## src/ppmc_pkg.sv

```systemverilog
/*
   ppmc_pkg: constants for the port pin mode configuration block.
   assumes: an APB slave with 32-bit data; one register at a printed offset.
*/
package ppmc_pkg;
   // ---------------------------------------------------------------
   // register map
   // ---------------------------------------------------------------
   // printed offset is not a multiple of four, so it is kept as an index
   localparam logic [7:0]  PPMC_CFG_INDEX  = 8'h9f;
   localparam int          PPMC_ADDR_W     = 12;
   localparam logic [11:0] PPMC_CFG_ADDR   = {2'h0, PPMC_CFG_INDEX, 2'h0};
   localparam logic [7:0]  PPMC_CFG_RESET  = 8'h00;
   localparam int          PPMC_DATA_W     = 32;
   localparam int          PPMC_REG_W      = 8;
   // ---------------------------------------------------------------
   // field layout
   // ---------------------------------------------------------------
   localparam int PPMC_MODE_HI   = 7;
   localparam int PPMC_MODE_LO   = 5;
   localparam int PPMC_MODE_W    = 3;
   localparam int PPMC_SEL_BIT   = 4;
   localparam int PPMC_PTR_BIT   = 3;
   localparam int PPMC_IDX_HI    = 2;
   localparam int PPMC_IDX_W     = 3;
   localparam int PPMC_PINS      = 8;
   localparam int PPMC_IN_MODE_W = 2;
   // ---------------------------------------------------------------
   // mode encodings
   // ---------------------------------------------------------------
   localparam logic [2:0] PPMC_OUT_NORMAL = 3'h0;
   localparam logic [2:0] PPMC_OUT_HIGH   = 3'h3;
   localparam logic [1:0] PPMC_IN_NOPULL  = 2'h0;
   localparam logic [1:0] PPMC_IN_PULLDN  = 2'h1;
   localparam logic [1:0] PPMC_IN_OFF     = 2'h2;
   localparam logic       PPMC_SEL_OUT    = 1'b0;
   localparam logic       PPMC_SEL_IN     = 1'b1;
   typedef enum logic [1:0] {
      PPMC_IDLE   = 2'b00,
      PPMC_ACCESS = 2'b01
   } ppmc_phase_t;
endpackage : ppmc_pkg

```

## src/ppmc_mode_store.sv

```systemverilog
/*
   ppmc_mode_store: per-pin input and output mode storage, one write port,
   one registered read port.
   assumes: single clock, synchronous write strobes, clock enable gates all.
*/
`timescale 1ns/10ps
`default_nettype none
module ppmc_mode_store
   import ppmc_pkg::*;
#(
   parameter int PINS = ppmc_pkg::PPMC_PINS
) (
   input  wire logic                            pclk,
   input  wire logic                            presetn,
   input  wire logic                            clk_en,
   input  wire logic                            wr_en,
   input  wire logic                            wr_sel,
   input  wire logic [ppmc_pkg::PPMC_IDX_W-1:0]  wr_idx,
   input  wire logic [ppmc_pkg::PPMC_MODE_W-1:0] wr_mode,
   input  wire logic                            rd_sel,
   input  wire logic [ppmc_pkg::PPMC_IDX_W-1:0]  rd_idx,
   output var  logic [ppmc_pkg::PPMC_MODE_W-1:0] rd_mode,
   output var  logic [PINS*ppmc_pkg::PPMC_MODE_W-1:0] out_mode,
   output var  logic [PINS*ppmc_pkg::PPMC_IN_MODE_W-1:0] in_mode
);
   // ---------------------------------------------------------------
   // state
   // ---------------------------------------------------------------
   typedef struct packed {
      logic [PINS-1:0][PPMC_MODE_W-1:0]    outm;
      logic [PINS-1:0][PPMC_IN_MODE_W-1:0] inm;
      logic [PPMC_MODE_W-1:0]              rd;
   } ppmc_store_t;

   ppmc_store_t s_q;
   ppmc_store_t s_d;

   // next state: one pin, one mode kind per write
   always_comb begin
      s_d = s_q;
      if (wr_en) begin
         if (wr_sel == PPMC_SEL_IN) begin
            // input modes only use the low two mode bits
            s_d.inm[wr_idx] = wr_mode[PPMC_IN_MODE_W-1:0];
         end else begin
            s_d.outm[wr_idx] = wr_mode;
         end
      end
      // registered read takes the next pointer and next modes, so it never lags the stored pointer
      if (rd_sel == PPMC_SEL_IN) begin
         s_d.rd = {1'b0, s_d.inm[rd_idx]};
      end else begin
         s_d.rd = s_d.outm[rd_idx];
      end
   end

   // all modes clear on reset
   always_ff @(posedge pclk or negedge presetn) begin
      if (!presetn) begin
         s_q <= '0;
      end else if (clk_en) begin
         s_q <= s_d;
      end
   end

   // fan the stored codes out to the pads
   genvar g;
   generate
      for (g = 0; g < PINS; g++) begin : g_pin
         assign out_mode[g*PPMC_MODE_W +: PPMC_MODE_W]       = s_q.outm[g];
         assign in_mode[g*PPMC_IN_MODE_W +: PPMC_IN_MODE_W] = s_q.inm[g];
      end
   endgenerate

   assign rd_mode = s_q.rd;
endmodule // ppmc_mode_store
`default_nettype wire

```

## src/ppmc_top.sv

```systemverilog
/*
   ppmc_top: indirectly addressed pin mode configuration register for an
   eight-pin port, reached over APB; drives per-pin controls to the pads.
   assumes: APB master per the protocol, pclk at 250 MHz, pads take the decoded per-pin controls.
*/
// Contract
// - separate input and output mode per pin
// - output codes 000 normal, 011 high
// - input uses bits 6:5, 00 no pull
// - input code 01 adds pull-down
// - input code 10 turns buffer off
// - bit 4 picks output or input
// - bit 3 set stores read pointer
// - pointer write leaves all modes unchanged
// - otherwise mode goes to addressed pin
// - read returns mode at stored pointer
// - bits 2:0 index pin zero to seven
`timescale 1ns/10ps
`default_nettype none
module ppmc_top
   import ppmc_pkg::*;
#(
   parameter int PINS = ppmc_pkg::PPMC_PINS
) (
   input  wire logic                              pclk,
   input  wire logic                              presetn,
   input  wire logic                              clk_en,
   input  wire logic                              psel,
   input  wire logic                              penable,
   input  wire logic                              pwrite,
   input  wire logic [ppmc_pkg::PPMC_ADDR_W-1:0]   paddr,
   input  wire logic [ppmc_pkg::PPMC_DATA_W-1:0]   pwdata,
   output var  logic [ppmc_pkg::PPMC_DATA_W-1:0]   prdata,
   output var  logic                              pready,
   output var  logic                              pslverr,
   output var  logic [PINS-1:0]                    drive_high,
   output var  logic [PINS-1:0]                    in_buf_en,
   output var  logic [PINS-1:0]                    pull_down_en,
   output var  logic [PINS-1:0]                    out_code_bad
);
   import ppmc_pkg::*;

   // ---------------------------------------------------------------
   // state
   // ---------------------------------------------------------------
   typedef struct packed {
      ppmc_phase_t               phase;
      logic                      ptr_sel;
      logic [PPMC_IDX_W-1:0]     ptr_idx;
      logic [PPMC_DATA_W-1:0]    rdata;
      logic                      err;
      logic [PINS-1:0]           hi;
      logic [PINS-1:0]           ibuf;
      logic [PINS-1:0]           pdn;
      logic [PINS-1:0]           bad;
   } ppmc_top_t;

   ppmc_top_t s_q;
   ppmc_top_t s_d;

   logic                          hit;
   logic                          setup;
   logic                          wr_cfg;
   logic                          wr_mode_en;
   logic [PPMC_REG_W-1:0]         wbyte;
   logic [PPMC_MODE_W-1:0]        rd_mode;
   logic [PINS*PPMC_MODE_W-1:0]   out_mode;
   logic [PINS*PPMC_IN_MODE_W-1:0] in_mode;

   // ---------------------------------------------------------------
   // bus decode
   // ---------------------------------------------------------------
   // no wait state: setup cycle, then access with pready high, so a
   // transfer with clk_en high at its setup edge takes two cycles and the read is registered
   assign hit        = (paddr == PPMC_CFG_ADDR);
   assign setup      = psel && !penable;
   assign wbyte      = pwdata[PPMC_REG_W-1:0];
   // writes act only at the access edge with pready high, never at setup,
   // so a transfer the master abandons before its answer changes nothing
   assign wr_cfg     = pready && pwrite && hit && clk_en;
   assign wr_mode_en = wr_cfg && !wbyte[PPMC_PTR_BIT];

   // ---------------------------------------------------------------
   // mode storage
   // ---------------------------------------------------------------
   ppmc_mode_store #(
      .PINS (PINS)
   ) u_store (
      .pclk     (pclk),
      .presetn  (presetn),
      .clk_en   (clk_en),
      .wr_en    (wr_mode_en),
      .wr_sel   (wbyte[PPMC_SEL_BIT]),
      .wr_idx   (wbyte[PPMC_IDX_HI:0]),
      .wr_mode  (wbyte[PPMC_MODE_HI:PPMC_MODE_LO]),
      .rd_sel   (s_d.ptr_sel),
      .rd_idx   (s_d.ptr_idx),
      .rd_mode  (rd_mode),
      .out_mode (out_mode),
      .in_mode  (in_mode)
   );

   // ---------------------------------------------------------------
   // next state
   // ---------------------------------------------------------------
   always_comb begin
      s_d = s_q;
      // pointer and select captured only by pointer writes
      if (wr_cfg && wbyte[PPMC_PTR_BIT]) begin
         s_d.ptr_sel = wbyte[PPMC_SEL_BIT];
         s_d.ptr_idx = wbyte[PPMC_IDX_HI:0];
      end
      unique case (s_q.phase)
         PPMC_IDLE: begin
            if (setup) begin
               s_d.phase = PPMC_ACCESS;
               s_d.err   = !hit;
            end
         end
         PPMC_ACCESS: begin
            s_d.phase = (psel && !penable) ? PPMC_ACCESS : PPMC_IDLE;
            s_d.err   = setup ? !hit : 1'b0;
         end
         default: begin
            s_d.phase = PPMC_IDLE;
         end
      endcase
      // read data lands in the access cycle; unmapped reads give zero
      s_d.rdata = '0;
      if (setup && !pwrite && hit) begin
         s_d.rdata[PPMC_MODE_HI:PPMC_MODE_LO] = rd_mode;
      end
      // pad controls decoded per pin into flops
      for (int i = 0; i < PINS; i++) begin
         logic [PPMC_MODE_W-1:0]    om;
         logic [PPMC_IN_MODE_W-1:0] im;
         om = out_mode[i*PPMC_MODE_W +: PPMC_MODE_W];
         im = in_mode[i*PPMC_IN_MODE_W +: PPMC_IN_MODE_W];
         s_d.hi[i]   = (om == PPMC_OUT_HIGH);
         // illegal codes fall back to normal drive and are flagged
         s_d.bad[i]  = (om != PPMC_OUT_HIGH) && (om != PPMC_OUT_NORMAL);
         s_d.ibuf[i] = (im != PPMC_IN_OFF);
         s_d.pdn[i]  = (im == PPMC_IN_PULLDN);
      end
   end

   // ---------------------------------------------------------------
   // registers
   // ---------------------------------------------------------------
   always_ff @(posedge pclk or negedge presetn) begin
      if (!presetn) begin
         s_q         <= '0;
         s_q.ibuf    <= '1; // mode 00 means input buffer on
         s_q.phase   <= PPMC_IDLE;
      end else if (clk_en) begin
         s_q <= s_d;
      end
   end

   assign prdata       = s_q.rdata;
   assign pready       = (s_q.phase == PPMC_ACCESS) && psel && penable;
   assign pslverr      = pready && s_q.err;
   assign drive_high   = s_q.hi;
   assign in_buf_en    = s_q.ibuf;
   assign pull_down_en = s_q.pdn;
   assign out_code_bad = s_q.bad;
endmodule // ppmc_top
`default_nettype wire

```

## config.mk

```make
export PLATFORM = sky130hd
export DESIGN_NAME = ppmc_top
export DESIGN_NICKNAME = d
export VERILOG_FILES = /design/src/ppmc_pkg.sv /design/src/ppmc_mode_store.sv /design/src/ppmc_top.sv
export SDC_FILE = /design/constraint.sdc
export NUM_CORES = 1
export LEC_CHECK = 0
export BUFFER_PORTS_ARGS = -buffer_cell sky130_fd_sc_hd__buf_2
export CAP_MARGIN = 0
export CORE_ASPECT_RATIO = 0.9
export CORE_MARGIN = 10
export CORE_UTILIZATION = 31
export DETAILED_ROUTE_END_ITERATION = 16
export SETUP_SLACK_MARGIN = 0.15
export SLEW_MARGIN = 20
export SYNTH_ARGS = -nofsm -noshare
export SYNTH_HDL_FRONTEND = slang
export SYNTH_SLANG_ARGS = --single-unit
```

## constraint.sdc

```tcl
create_clock -name pclk -period 4.61 [get_ports pclk]
set_input_delay 0 -clock pclk [delete_from_list [all_inputs] [get_ports pclk]]
set_output_delay 0 -clock pclk [all_outputs]
set_load 0.01 [all_outputs]
```

== Yosys cells after proc, flatten, opt, wreduce, memory -nomap -nowiden ==
Index checks and enable logic that the tools add are counted.
Storage, ports and cells
  flip-flop bits (word level): 85
  input bits: 50
  output and inout bits: 66
  word-level logic and storage cells: 122
Cells by class
  order comparisons: 3
  equal/unequal tests: 35
  muxes and demuxes: 22
  reductions and logical operators: 36
Operator list (count)
  40-bit 2-to-1 mux: 1
  24-bit bitwise mux: 1
  3-bit by 2-bit equality test with 1-bit output (second input constant): 8
  24-bit 2-to-1 mux: 1
  3-bit by 2-bit inequality test with 1-bit output (second input constant): 8
  3-bit nonzero test: 8
  1-bit logical AND: 20
  2-bit by 1-bit equality test with 1-bit output (second input constant): 9
  2-bit inequality test (second input constant): 9
  16-bit bitwise mux: 1
  16-bit 2-to-1 mux: 1
  12-bit by 10-bit equality test with 1-bit output (second input constant): 1
  3-bit 2-to-1 mux: 4
  3-bit binary-select mux with 3-bit select: 1
  3-bit demux with 3-bit select: 1
  3-bit by 4-bit less-than comparator with 1-bit output (second input constant): 2
  2-bit binary-select mux with 3-bit select: 1
  2-bit demux with 3-bit select: 1
  2-bit 2-to-1 mux: 3
  1-bit logical NOT: 4
  4-bit 2-to-1 mux: 1
  2-bit one-hot mux with 2 select lines: 1
  3-bit by 1-bit >= comparator with 1-bit output (second input constant): 1
  1-bit 2-to-1 mux: 3
  other kinds (5): 5

== Depth between registers and ports, before layout ==
Gate-level depths: netlist of run 1.
  depth after elaboration: 11
  depth in mapped cells: 10
  gate-level depth less buffers: 9

== Cells and area by module ==
Synthesis of run 1 repeated with hierarchy kept, for this count alone.
Second synthesis, totals
  cell total of the unflattened synthesis: 505
  area, all modules: 4941.0 µm²
Modules (own cells, without submodules)
  ppmc_mode_store: instances 1, cells each 254, area an instance 2587.5 µm², seq. area each 1076.0 µm²
  ppmc_top: instances 1, cells each 251, area an instance 2353.5 µm², seq. area each 1036.0 µm²

== Least setup slack after synthesis of run 1 ==
No wires, ideal clock.
  kind: register -> register
  from: register s_q[69] in the netlist's numbering
  to: register u_store.s_q (netlist bit u_store.rd_mode[0])
  library setup time: 143 ps
  arrival time: 2343 ps
  required time: 4467 ps
  slack: 2124 ps
  cell stages (with the launch flop): 9
  path buffers: 0
  period minus slack after synthesis: 2486 ps
  cell sequence: dfrtp_1 > nand3_1 > nor4_2 > and4_1 > mux2_2 > or2_2 > a32o_1 > o31ai_2 > o221ai_1
Between the ends
  word-level cells in the longest chain between the ends: 11
  elaborated cells between the ends (all ways): 15
  those cells by class: eq/ne (1); mux (7); reduce/logical (7)
Ends and longest elaborated chain
  start, declared: RTL line ppmc_top.sv:58  | ppmc_top_t s_q;
  2-bit by 1-bit equality test with 1-bit output (*): RTL line ppmc_top.sv:161  | assign pready = (s_q.phase == PPMC_ACCESS) && psel && penable;
  1-bit logical AND (*) (2 in a row): RTL line ppmc_top.sv:161
  1-bit logical AND (*) (3 in a row): RTL line ppmc_top.sv:80  | assign wr_cfg = pready && pwrite && hit && clk_en;
  1-bit logical AND, on equally long branches: RTL line ppmc_top.sv:81, ppmc_top.sv:109
  40-bit 2-to-1 mux / 4-bit 2-to-1 mux (equally long branches): RTL line ppmc_mode_store.sv:41, ppmc_top.sv:109
  3-bit binary-select mux with 3-bit select / 2-bit binary-select mux with 3-bit select (equally long branches): RTL line ppmc_mode_store.sv:53, ppmc_mode_store.sv:51
  3-bit 2-to-1 mux (implied by the code) / 2-bit 2-to-1 mux (equally long branches): RTL line ppmc_mode_store.sv:53, ppmc_mode_store.sv:51
  3-bit 2-to-1 mux (*): RTL line ppmc_mode_store.sv:50  | if (rd_sel == PPMC_SEL_IN) begin
  end signal, assigned: RTL line ppmc_mode_store.sv:60  | s_q <= '0;
  end signal, assigned: RTL line ppmc_mode_store.sv:62  | s_q <= s_d;
  end, declared: RTL line ppmc_mode_store.sv:35  | ppmc_store_t s_q;
Mark *: on every way between the ends. The rest lies on a longest branch, timed or not. The select of a mux whose other input is x is not followed.
A chain may end at the register's enable or synchronous reset.

== Worst setup path in the final report of run 1 ==
Ends and elaborated chain as after synthesis.

==> results.yml, run 1 <==
clock_tree:
  clock_sinks: 84
  post-cts-setup-buffers: 0
  clk_pin_slew_worst_paths_ps: 60
  clockBufferDepth: 2
  insertion_delay_ps: 340
  cts_tree: "built"
  cts_root_buf: "clkbuf_16"
  cts_buffers: 9
  cts_htree_levels: 3
synthesis:
  synth.area.top_cells: "dfrtp_1 42%, mux2_2 11%, buf_4 11%"
  synth_top_area_cell: "dfrtp_1"
  synth_area_mm2: 0.00458
  ys_seq_area_share_pct: 46.1
  synth_flop_cell: "dfrtp_1"
  syn_area_per_cell_um2: 10.6
  synth_top_area_share_pct: 41.5
  synthMuxAreaShare_pct: 16.5
  synth-simple-area-share_pct: 13.8
  ys_ff_latch: 84
  synthCells: 431
  synth_compound_area_share_pct: 7.19
  async_reset_ff_share_pct: 100
  synth.distinct_cells: 46
  yosysWarnings: 0
  synth_top_family_by_area: "multiplexers"
  synth_edf_count: 0
  synthXorXnorAreaFrac_pct: 1.53
  synthAdderAreaFrac_pct: 0
critical_path:
  critical_path_arrival_ps: 2950
  cp-end-kind: "register"
  cp-startpoint: "s_q[69]$_DFFE_PN0P_"
  reg2reg_depth: 9
  r2r_setup_slack_ps: 1860
  crit-reg2reg-launch: "s_q[69]$_DFFE_PN0P_"
  crit_path_start_kind: "register"
  r2r_end: "u_store.rd_mode[0]$_DFFE_PN0P_"
  criticalPathCategory: "reg -> reg"
  crit_required_ps: 4800
  crit_fanout: 16
routing:
  dr.pass1.iters: 4
  wl_per_cell_um: 15.1
  viasPerCell: 4.50
  drt_iter0_drc: 135
  drt-total-wl_um: 9920
  drc: 0
  postRouteAntennaNets: 0
  vias: 2962
power_and_ir_drop:
  powerDensity_mw_per_mm2: 327
  p_sw_share_pct: 21.0
  clkPwrFrac_pct: 49.7
  vdd_drop_max_uv: 166
  power_frac_comb_pct: 5.1
  power.switching_uw: 348
  cellInternalPower_mw: 1.31
  seq_power_share_pct: 45.2
  p_leak_nw: 2.47
status:
  status: "complete, no violations"
hold_path:
  holdPathEnd: "u_store.out_mode[2]$_DFFE_PN0P_"
  hp-start: "pwdata[7]"
  whs_path_depth: 2
  hp-class: "in -> reg"
sta:
  setup_viol: 0
  finClkSkew_ps: 7.53
  hold_viol: 0
  slew_violations: 0
  fin_setup_tns_ps: 0
  final.min_clock_period_ps: 2750
  rsz0062_at_grt: "no"
  max_freq_mhz: 363
  finalHoldWorstSlack_ps: 64.6
  worst-slew-pin-transition_ps: 757
  max-slew-margin-rel_pct: 49.5
  period_share_pct: 59.7
grt:
  track_usage_pct: 10.1
  grt_pass1_wl_um: 16200
  grt_max_degree: 85
  grt_pass1_vias: 3088
  grt_overflow: 0
  antenna_found_initial: 0
placement:
  gp_congestion: 0.794
  io_buffer_count: 62
  place_hpwl_um: 7210
floorplan:
  ios: 116
  initial_core_util_pct: 31.3
  die_area_mm2: 0.0200
  fp.coreArea_mm2: 0.0146
  std_cell_rows: 42
  die_y_um: 135
  die_x_um: 148
layout:
  fill_cells: 1508
  drive_gt1_share_pct: 32.2
  layout_commonest_cell: "dfrtp_1"
  most-common-layout-cells: "76 x dfrtp_1, 61 x buf_2, 45 x mux2_2, 30 x nor2_1"
  nets: 506
  seq_area_mm2: 0.00211
  diodes: 0
  multi_input_area_mm2: 0.00189
  syn2layout_area_growth_pct: 10.6
job:
  drv_cap: 0
==> cells in the mapped netlist, types with 2 or more instances <==
| cell type | count |
|---|---|
| or2_2 | 3 |
| mux2_2 | 45 |
| mux2i_4 | 2 |
| dfstp_2 | 8 |
| nand2b_1 | 3 |
| nand3b_1 | 9 |
| clkbuf_1 | 12 |
| nand4b_1 | 8 |
| o211a_1 | 2 |
| inv_1 | 29 |
| nand2_1 | 20 |
| nand3_1 | 9 |
| o22a_1 | 8 |
| xor2_1 | 8 |
| nor2b_1 | 4 |
| buf_4 | 67 |
| nor2_1 | 30 |
| o31ai_2 | 2 |
| and2_1 | 3 |
| nor3_1 | 3 |
| nand4_1 | 8 |
| a211oi_1 | 2 |
| o21ai_0 | 22 |
| a21oi_1 | 8 |
| mux2i_1 | 19 |
| inv_2 | 2 |
| dfrtp_1 | 76 |
==> worst max-delay path: stages, from the launching register on <==
cell and delay, ps:
dfrtp_1 370, nand3_1 140, nor4_2 300, buf_4 250, and4_1 250, mux2_2 350
or2_2 270, a32o_1 280, o31ai_2 210, o221ai_1 150
==> layer usage <==
layer / track usage, % / up-vias / part of all wire [%]
li1: - / 1435 / -
met1: 12.8 / 1433 / 47
met2: 15.3 / 80 / 45
met3: 3.11 / 14 / 5.5
met4: 4.90 / 0 / 1.9
met5: 0 / - / 0
==> repair_timing <==
| item | 4_1_cts | 5_1_grt |
|---|---|---|
| endpoints found under the setup margin | 0 | 0 |
| hold endpoints to repair | 78 | 0 |
| gates resized for setup | 0 | 0 |
| hold buffers | 2 | 0 |
==> power by group through the flow <==
stage / sequential (mW) / clock [mW] / combinational (mW)
3_3_place_gp: 0.761 / 0 / 0.0814
5_1_grt: 0.749 / 0.867 / 0.0976
6_report: 0.748 / 0.822 / 0.0845
2_1_floorplan: 0.761 / 0 / 0.0659
3_5_place_dp: 0.761 / 0 / 0.0840
4_1_cts: 0.748 / 0.841 / 0.0853
==> how the worst max path moves through the flow <==
| stage | to | slack [ps] | depth (start not counted) |
|---|---|---|---|
| after detailed placement | u_store.rd_mode[0]$_DFFE_PN0P_ | 1630 | 9 |
| after global placement | u_store.rd_mode[0]$_DFFE_PN0P_ | 1710 | 9 |
| after floorplan | u_store.rd_mode[0]$_DFFE_PN0P_ | 2120 | 8 |
| after CTS | u_store.rd_mode[0]$_DFFE_PN0P_ | 1810 | 9 |
| final | u_store.rd_mode[0]$_DFFE_PN0P_ | 1860 | 9 |
| after global routing | u_store.rd_mode[0]$_DFFE_PN0P_ | 1640 | 9 |
==> state kept, by name, indices dropped and copies added (netlist names), 6 cells and up <==
name,count
drive_high,8
in_buf_en,8
out_code_bad,8
pull_down_en,8
s_q,6
u_store.in_mode,16
u_store.out_mode,24
==> final cells by class <==
class / instances / area share, %
Inverter: 32 / 2.37
Clock buffer: 11 / 4.79
Clock inverter: 4 / 1.93
Tap cell: 198 / 4.89
Sequential cell: 84 / 41.7
Multi-Input combinational cell: 263 / 37.4
Timing Repair Buffer: 66 / 6.94
==> cells by family after synthesis <==
family                 Yosys count
AO/OA/AOI/OAI                   49
XOR/XNOR                         8
flip-flops                      84
buffers and inverters          112
other                            1
multiplexers                    67
AND/OR/NAND/NOR                110
==> stage by stage <==
stage / instances / util, % / cell area (µm²) / setup slack (ps) / power (mW)
after global routing: 658 / 34.7 / 5060 / 1640 / 1.71
after CTS: 658 / 34.6 / 5060 / 1810 / 1.67
after floorplan: 459 / - / 4680 / 2120 / 0.827
final: 658 / 34.7 / 5060 / 1860 / 1.65
after global placement: 641 / 32.2 / 4700 / 1710 / 0.843
after detailed placement: 641 / 32.2 / 4700 / 1630 / 0.845
Note: power is estimated with default switching activity, not from simulation.
==> run 2, diff against run 1 <==
==> constraint.sdc (replaced) <==
create_clock -name pclk -period 2.6 [get_ports pclk]
set_input_delay 0 -clock pclk [delete_from_list [all_inputs] [get_ports pclk]]
set_output_delay 0 -clock pclk [all_outputs]
set_load 0.01 [all_outputs]
==> run 2 against run 1 <==
Against the previous run: combinational power increased by 83%; clock power increased by 63%; setup slack got worse by 1600 ps; sequential power increased by 78%; via count increased by 2.1%; die area unchanged; largest power group unchanged; highest routed layer unchanged; largest cell class unchanged.
==> results.yml, run 2 (same netlist as run 1, synthesis figures left out) <==
status:
  status: "complete, no violations"
sta:
  slew_violations: 0
  rsz0062_at_grt: "yes"
  max-slew-margin-rel_pct: 49.7
  setup_viol: 0
  hold_viol: 0
  finalHoldWorstSlack_ps: 80.3
  max_freq_mhz: 420
  period_share_pct: 91.5
  worst-slew-pin-transition_ps: 754
  final.min_clock_period_ps: 2380
  fin_setup_tns_ps: 0
  setup_slack_ps: 222
  finClkSkew_ps: 6.15
critical_path:
  reg2reg_depth: 8
  crit_required_ps: 2790
  cp-startpoint: "s_q[69]$_DFFE_PN0P_"
  criticalPathCategory: "reg -> reg"
  cp_slowest_stage_delay_ps: 380
  critical_path_arrival_ps: 2570
  cp_slowest_cell: "dfrtp_1"
  r2r_end: "u_store.rd_mode[0]$_DFFE_PN0P_"
  worstPathCellList: "nand3_2 > nor4_4 > and4_4 > mux2_2 > or2_2 > a32o_1 > o31ai_2 > o221ai_1"
  crit_fanout: 3
  critPathCapture: "u_store.rd_mode[0]$_DFFE_PN0P_"
  crit-reg2reg-launch: "s_q[69]$_DFFE_PN0P_"
  crit_path_start_kind: "register"
  cp-end-kind: "register"
  r2r_setup_slack_ps: 220
layout:
  fill_cells: 1492
  most-common-layout-cells: "76 x dfrtp_1, 61 x buf_2, 45 x mux2_2"
  final_area_mm2: 0.00515
  layout_commonest_cell: "dfrtp_1"
  nets: 516
  layout.cells.non_filler: 670
  drive_gt1_share_pct: 34.4
  post-route-util_pct: 35.3
  syn2layout_area_growth_pct: 12.5
  largest_register_ffs: 24
grt:
  grt_pass1_vias: 3162
  grt_util_met2_pct: 16.1
  global_route.usage.met3_pct: 2.91
  grt_overflow: 0
  met1_usage_pct: 13.3
  antenna_found_initial: 0
  track_usage_pct: 10.5
  grt_max_degree: 85
  grt_pass1_wl_um: 16700
  busiest_layer: "met2"
clock_tree:
  clk_pin_slew_worst_paths_ps: 60
  insertion_delay_ps: 340
  cts_root_buf: "clkbuf_16"
  cts_buffers: 9
  cts_tree: "built"
  clockBufferDepth: 2
  clock_sinks: 84
  cts_htree_levels: 3
power_and_ir_drop:
  p_leak_nw: 2.50
  powerDensity_mw_per_mm2: 548
  power_mw: 2.82
  vdd_drop_max_uv: 277
routing:
  drt-total-wl_um: 10200
  drc: 0
  dr.pass1.iters: 4
  wl_per_cell_um: 15.2
  vias: 3024
  postRouteAntennaNets: 0
  drt_iter0_drc: 204
  viasPerCell: 4.51
placement:
  postPlaceCellArea_mm2: 0.00477
  place_hpwl_um: 7460
  pre_cts_slack_ps: 12.3
  dp.cells: 649
  gp_congestion: 0.828
  io_buffer_count: 62
floorplan:
  die_y_um: 135
  std_cell_rows: 42
  die_area_mm2: 0.0200
  initial_core_util_pct: 31.3
  fp.coreArea_mm2: 0.0146
  ios: 116
  die_x_um: 148
hold_path:
  hp-start: "pwdata[7]"
  hp-class: "in -> reg"
job:
  drv_cap: 0
-- run 2: changes by cell type in the layout (fill, tap and decap cells not counted), sizes merged --
cell    previous run  this run
bufinv             3         2
diode              0         1
clkinv             1         3
buf               64        74
-- run 2: final cells by class --
cell class              count  area [µm²]  share of cell area, %
diodes                      1        2.50                 0.0486
multi-input cells         263        1920                   37.3
repair buffers             76         434                   8.43
flip-flops and latches     84        2110                   41.0
inverters                  32         123                   2.38
clock buffers              11         233                   4.52
clock inverters             5        77.6                   1.51
well taps                 198         248                   4.81
-- run 2: where the power goes --
| group | leakage, nW | switching [mW] | internal, mW |
|---|---|---|---|
| logic | 1.22 | 0.115 | 0.0399 |
| registers | 1.13 | 0.00731 | 1.32 |
| clock network | 0.150 | 0.502 | 0.838 |
| total | 2.50 | 0.624 | 2.20 |
-- run 2: worst min path at each step --
stage	end	cells after the start
after CTS	s_q[68]$_DFFE_PN0P_	3
final	u_store.out_mode[23]$_DFFE_PN0P_	2
after detailed placement	drive_high[6]$_DFFE_PN0P_	1
after global routing	u_store.out_mode[23]$_DFFE_PN0P_	2
after floorplan	drive_high[0]$_DFFE_PN0P_	0
after global placement	drive_high[6]$_DFFE_PN0P_	1
-- run 2: routing by layer --
layer	part of all wire [%]	vias to the layer above	routed length (µm)
li1	-	1459	-
met1	46	1464	4680
met2	46	91	4700
met3	6.0	10	610
met4	1.6	0	164
met5	0	-	0
-- run 2: worst max-delay path, delay by kind of cell (launching register included) --
family           cells  cell delay, ps
AND/OR/NAND/NOR      4             920
flip-flops           1             380
multiplexers         1             350
AO/OA/AOI/OAI        3             560
-- run 2: repair_timing --
item / in CTS / in global routing
cloned: 0 / 0
setup endpoints to repair: 3 / 3
setup buffers: 0 / 2
endpoints found under the hold margin: 78 / 0
gates resized for setup: 4 / 5
pin swaps: 1 / 1
hold buffers: 2 / 0
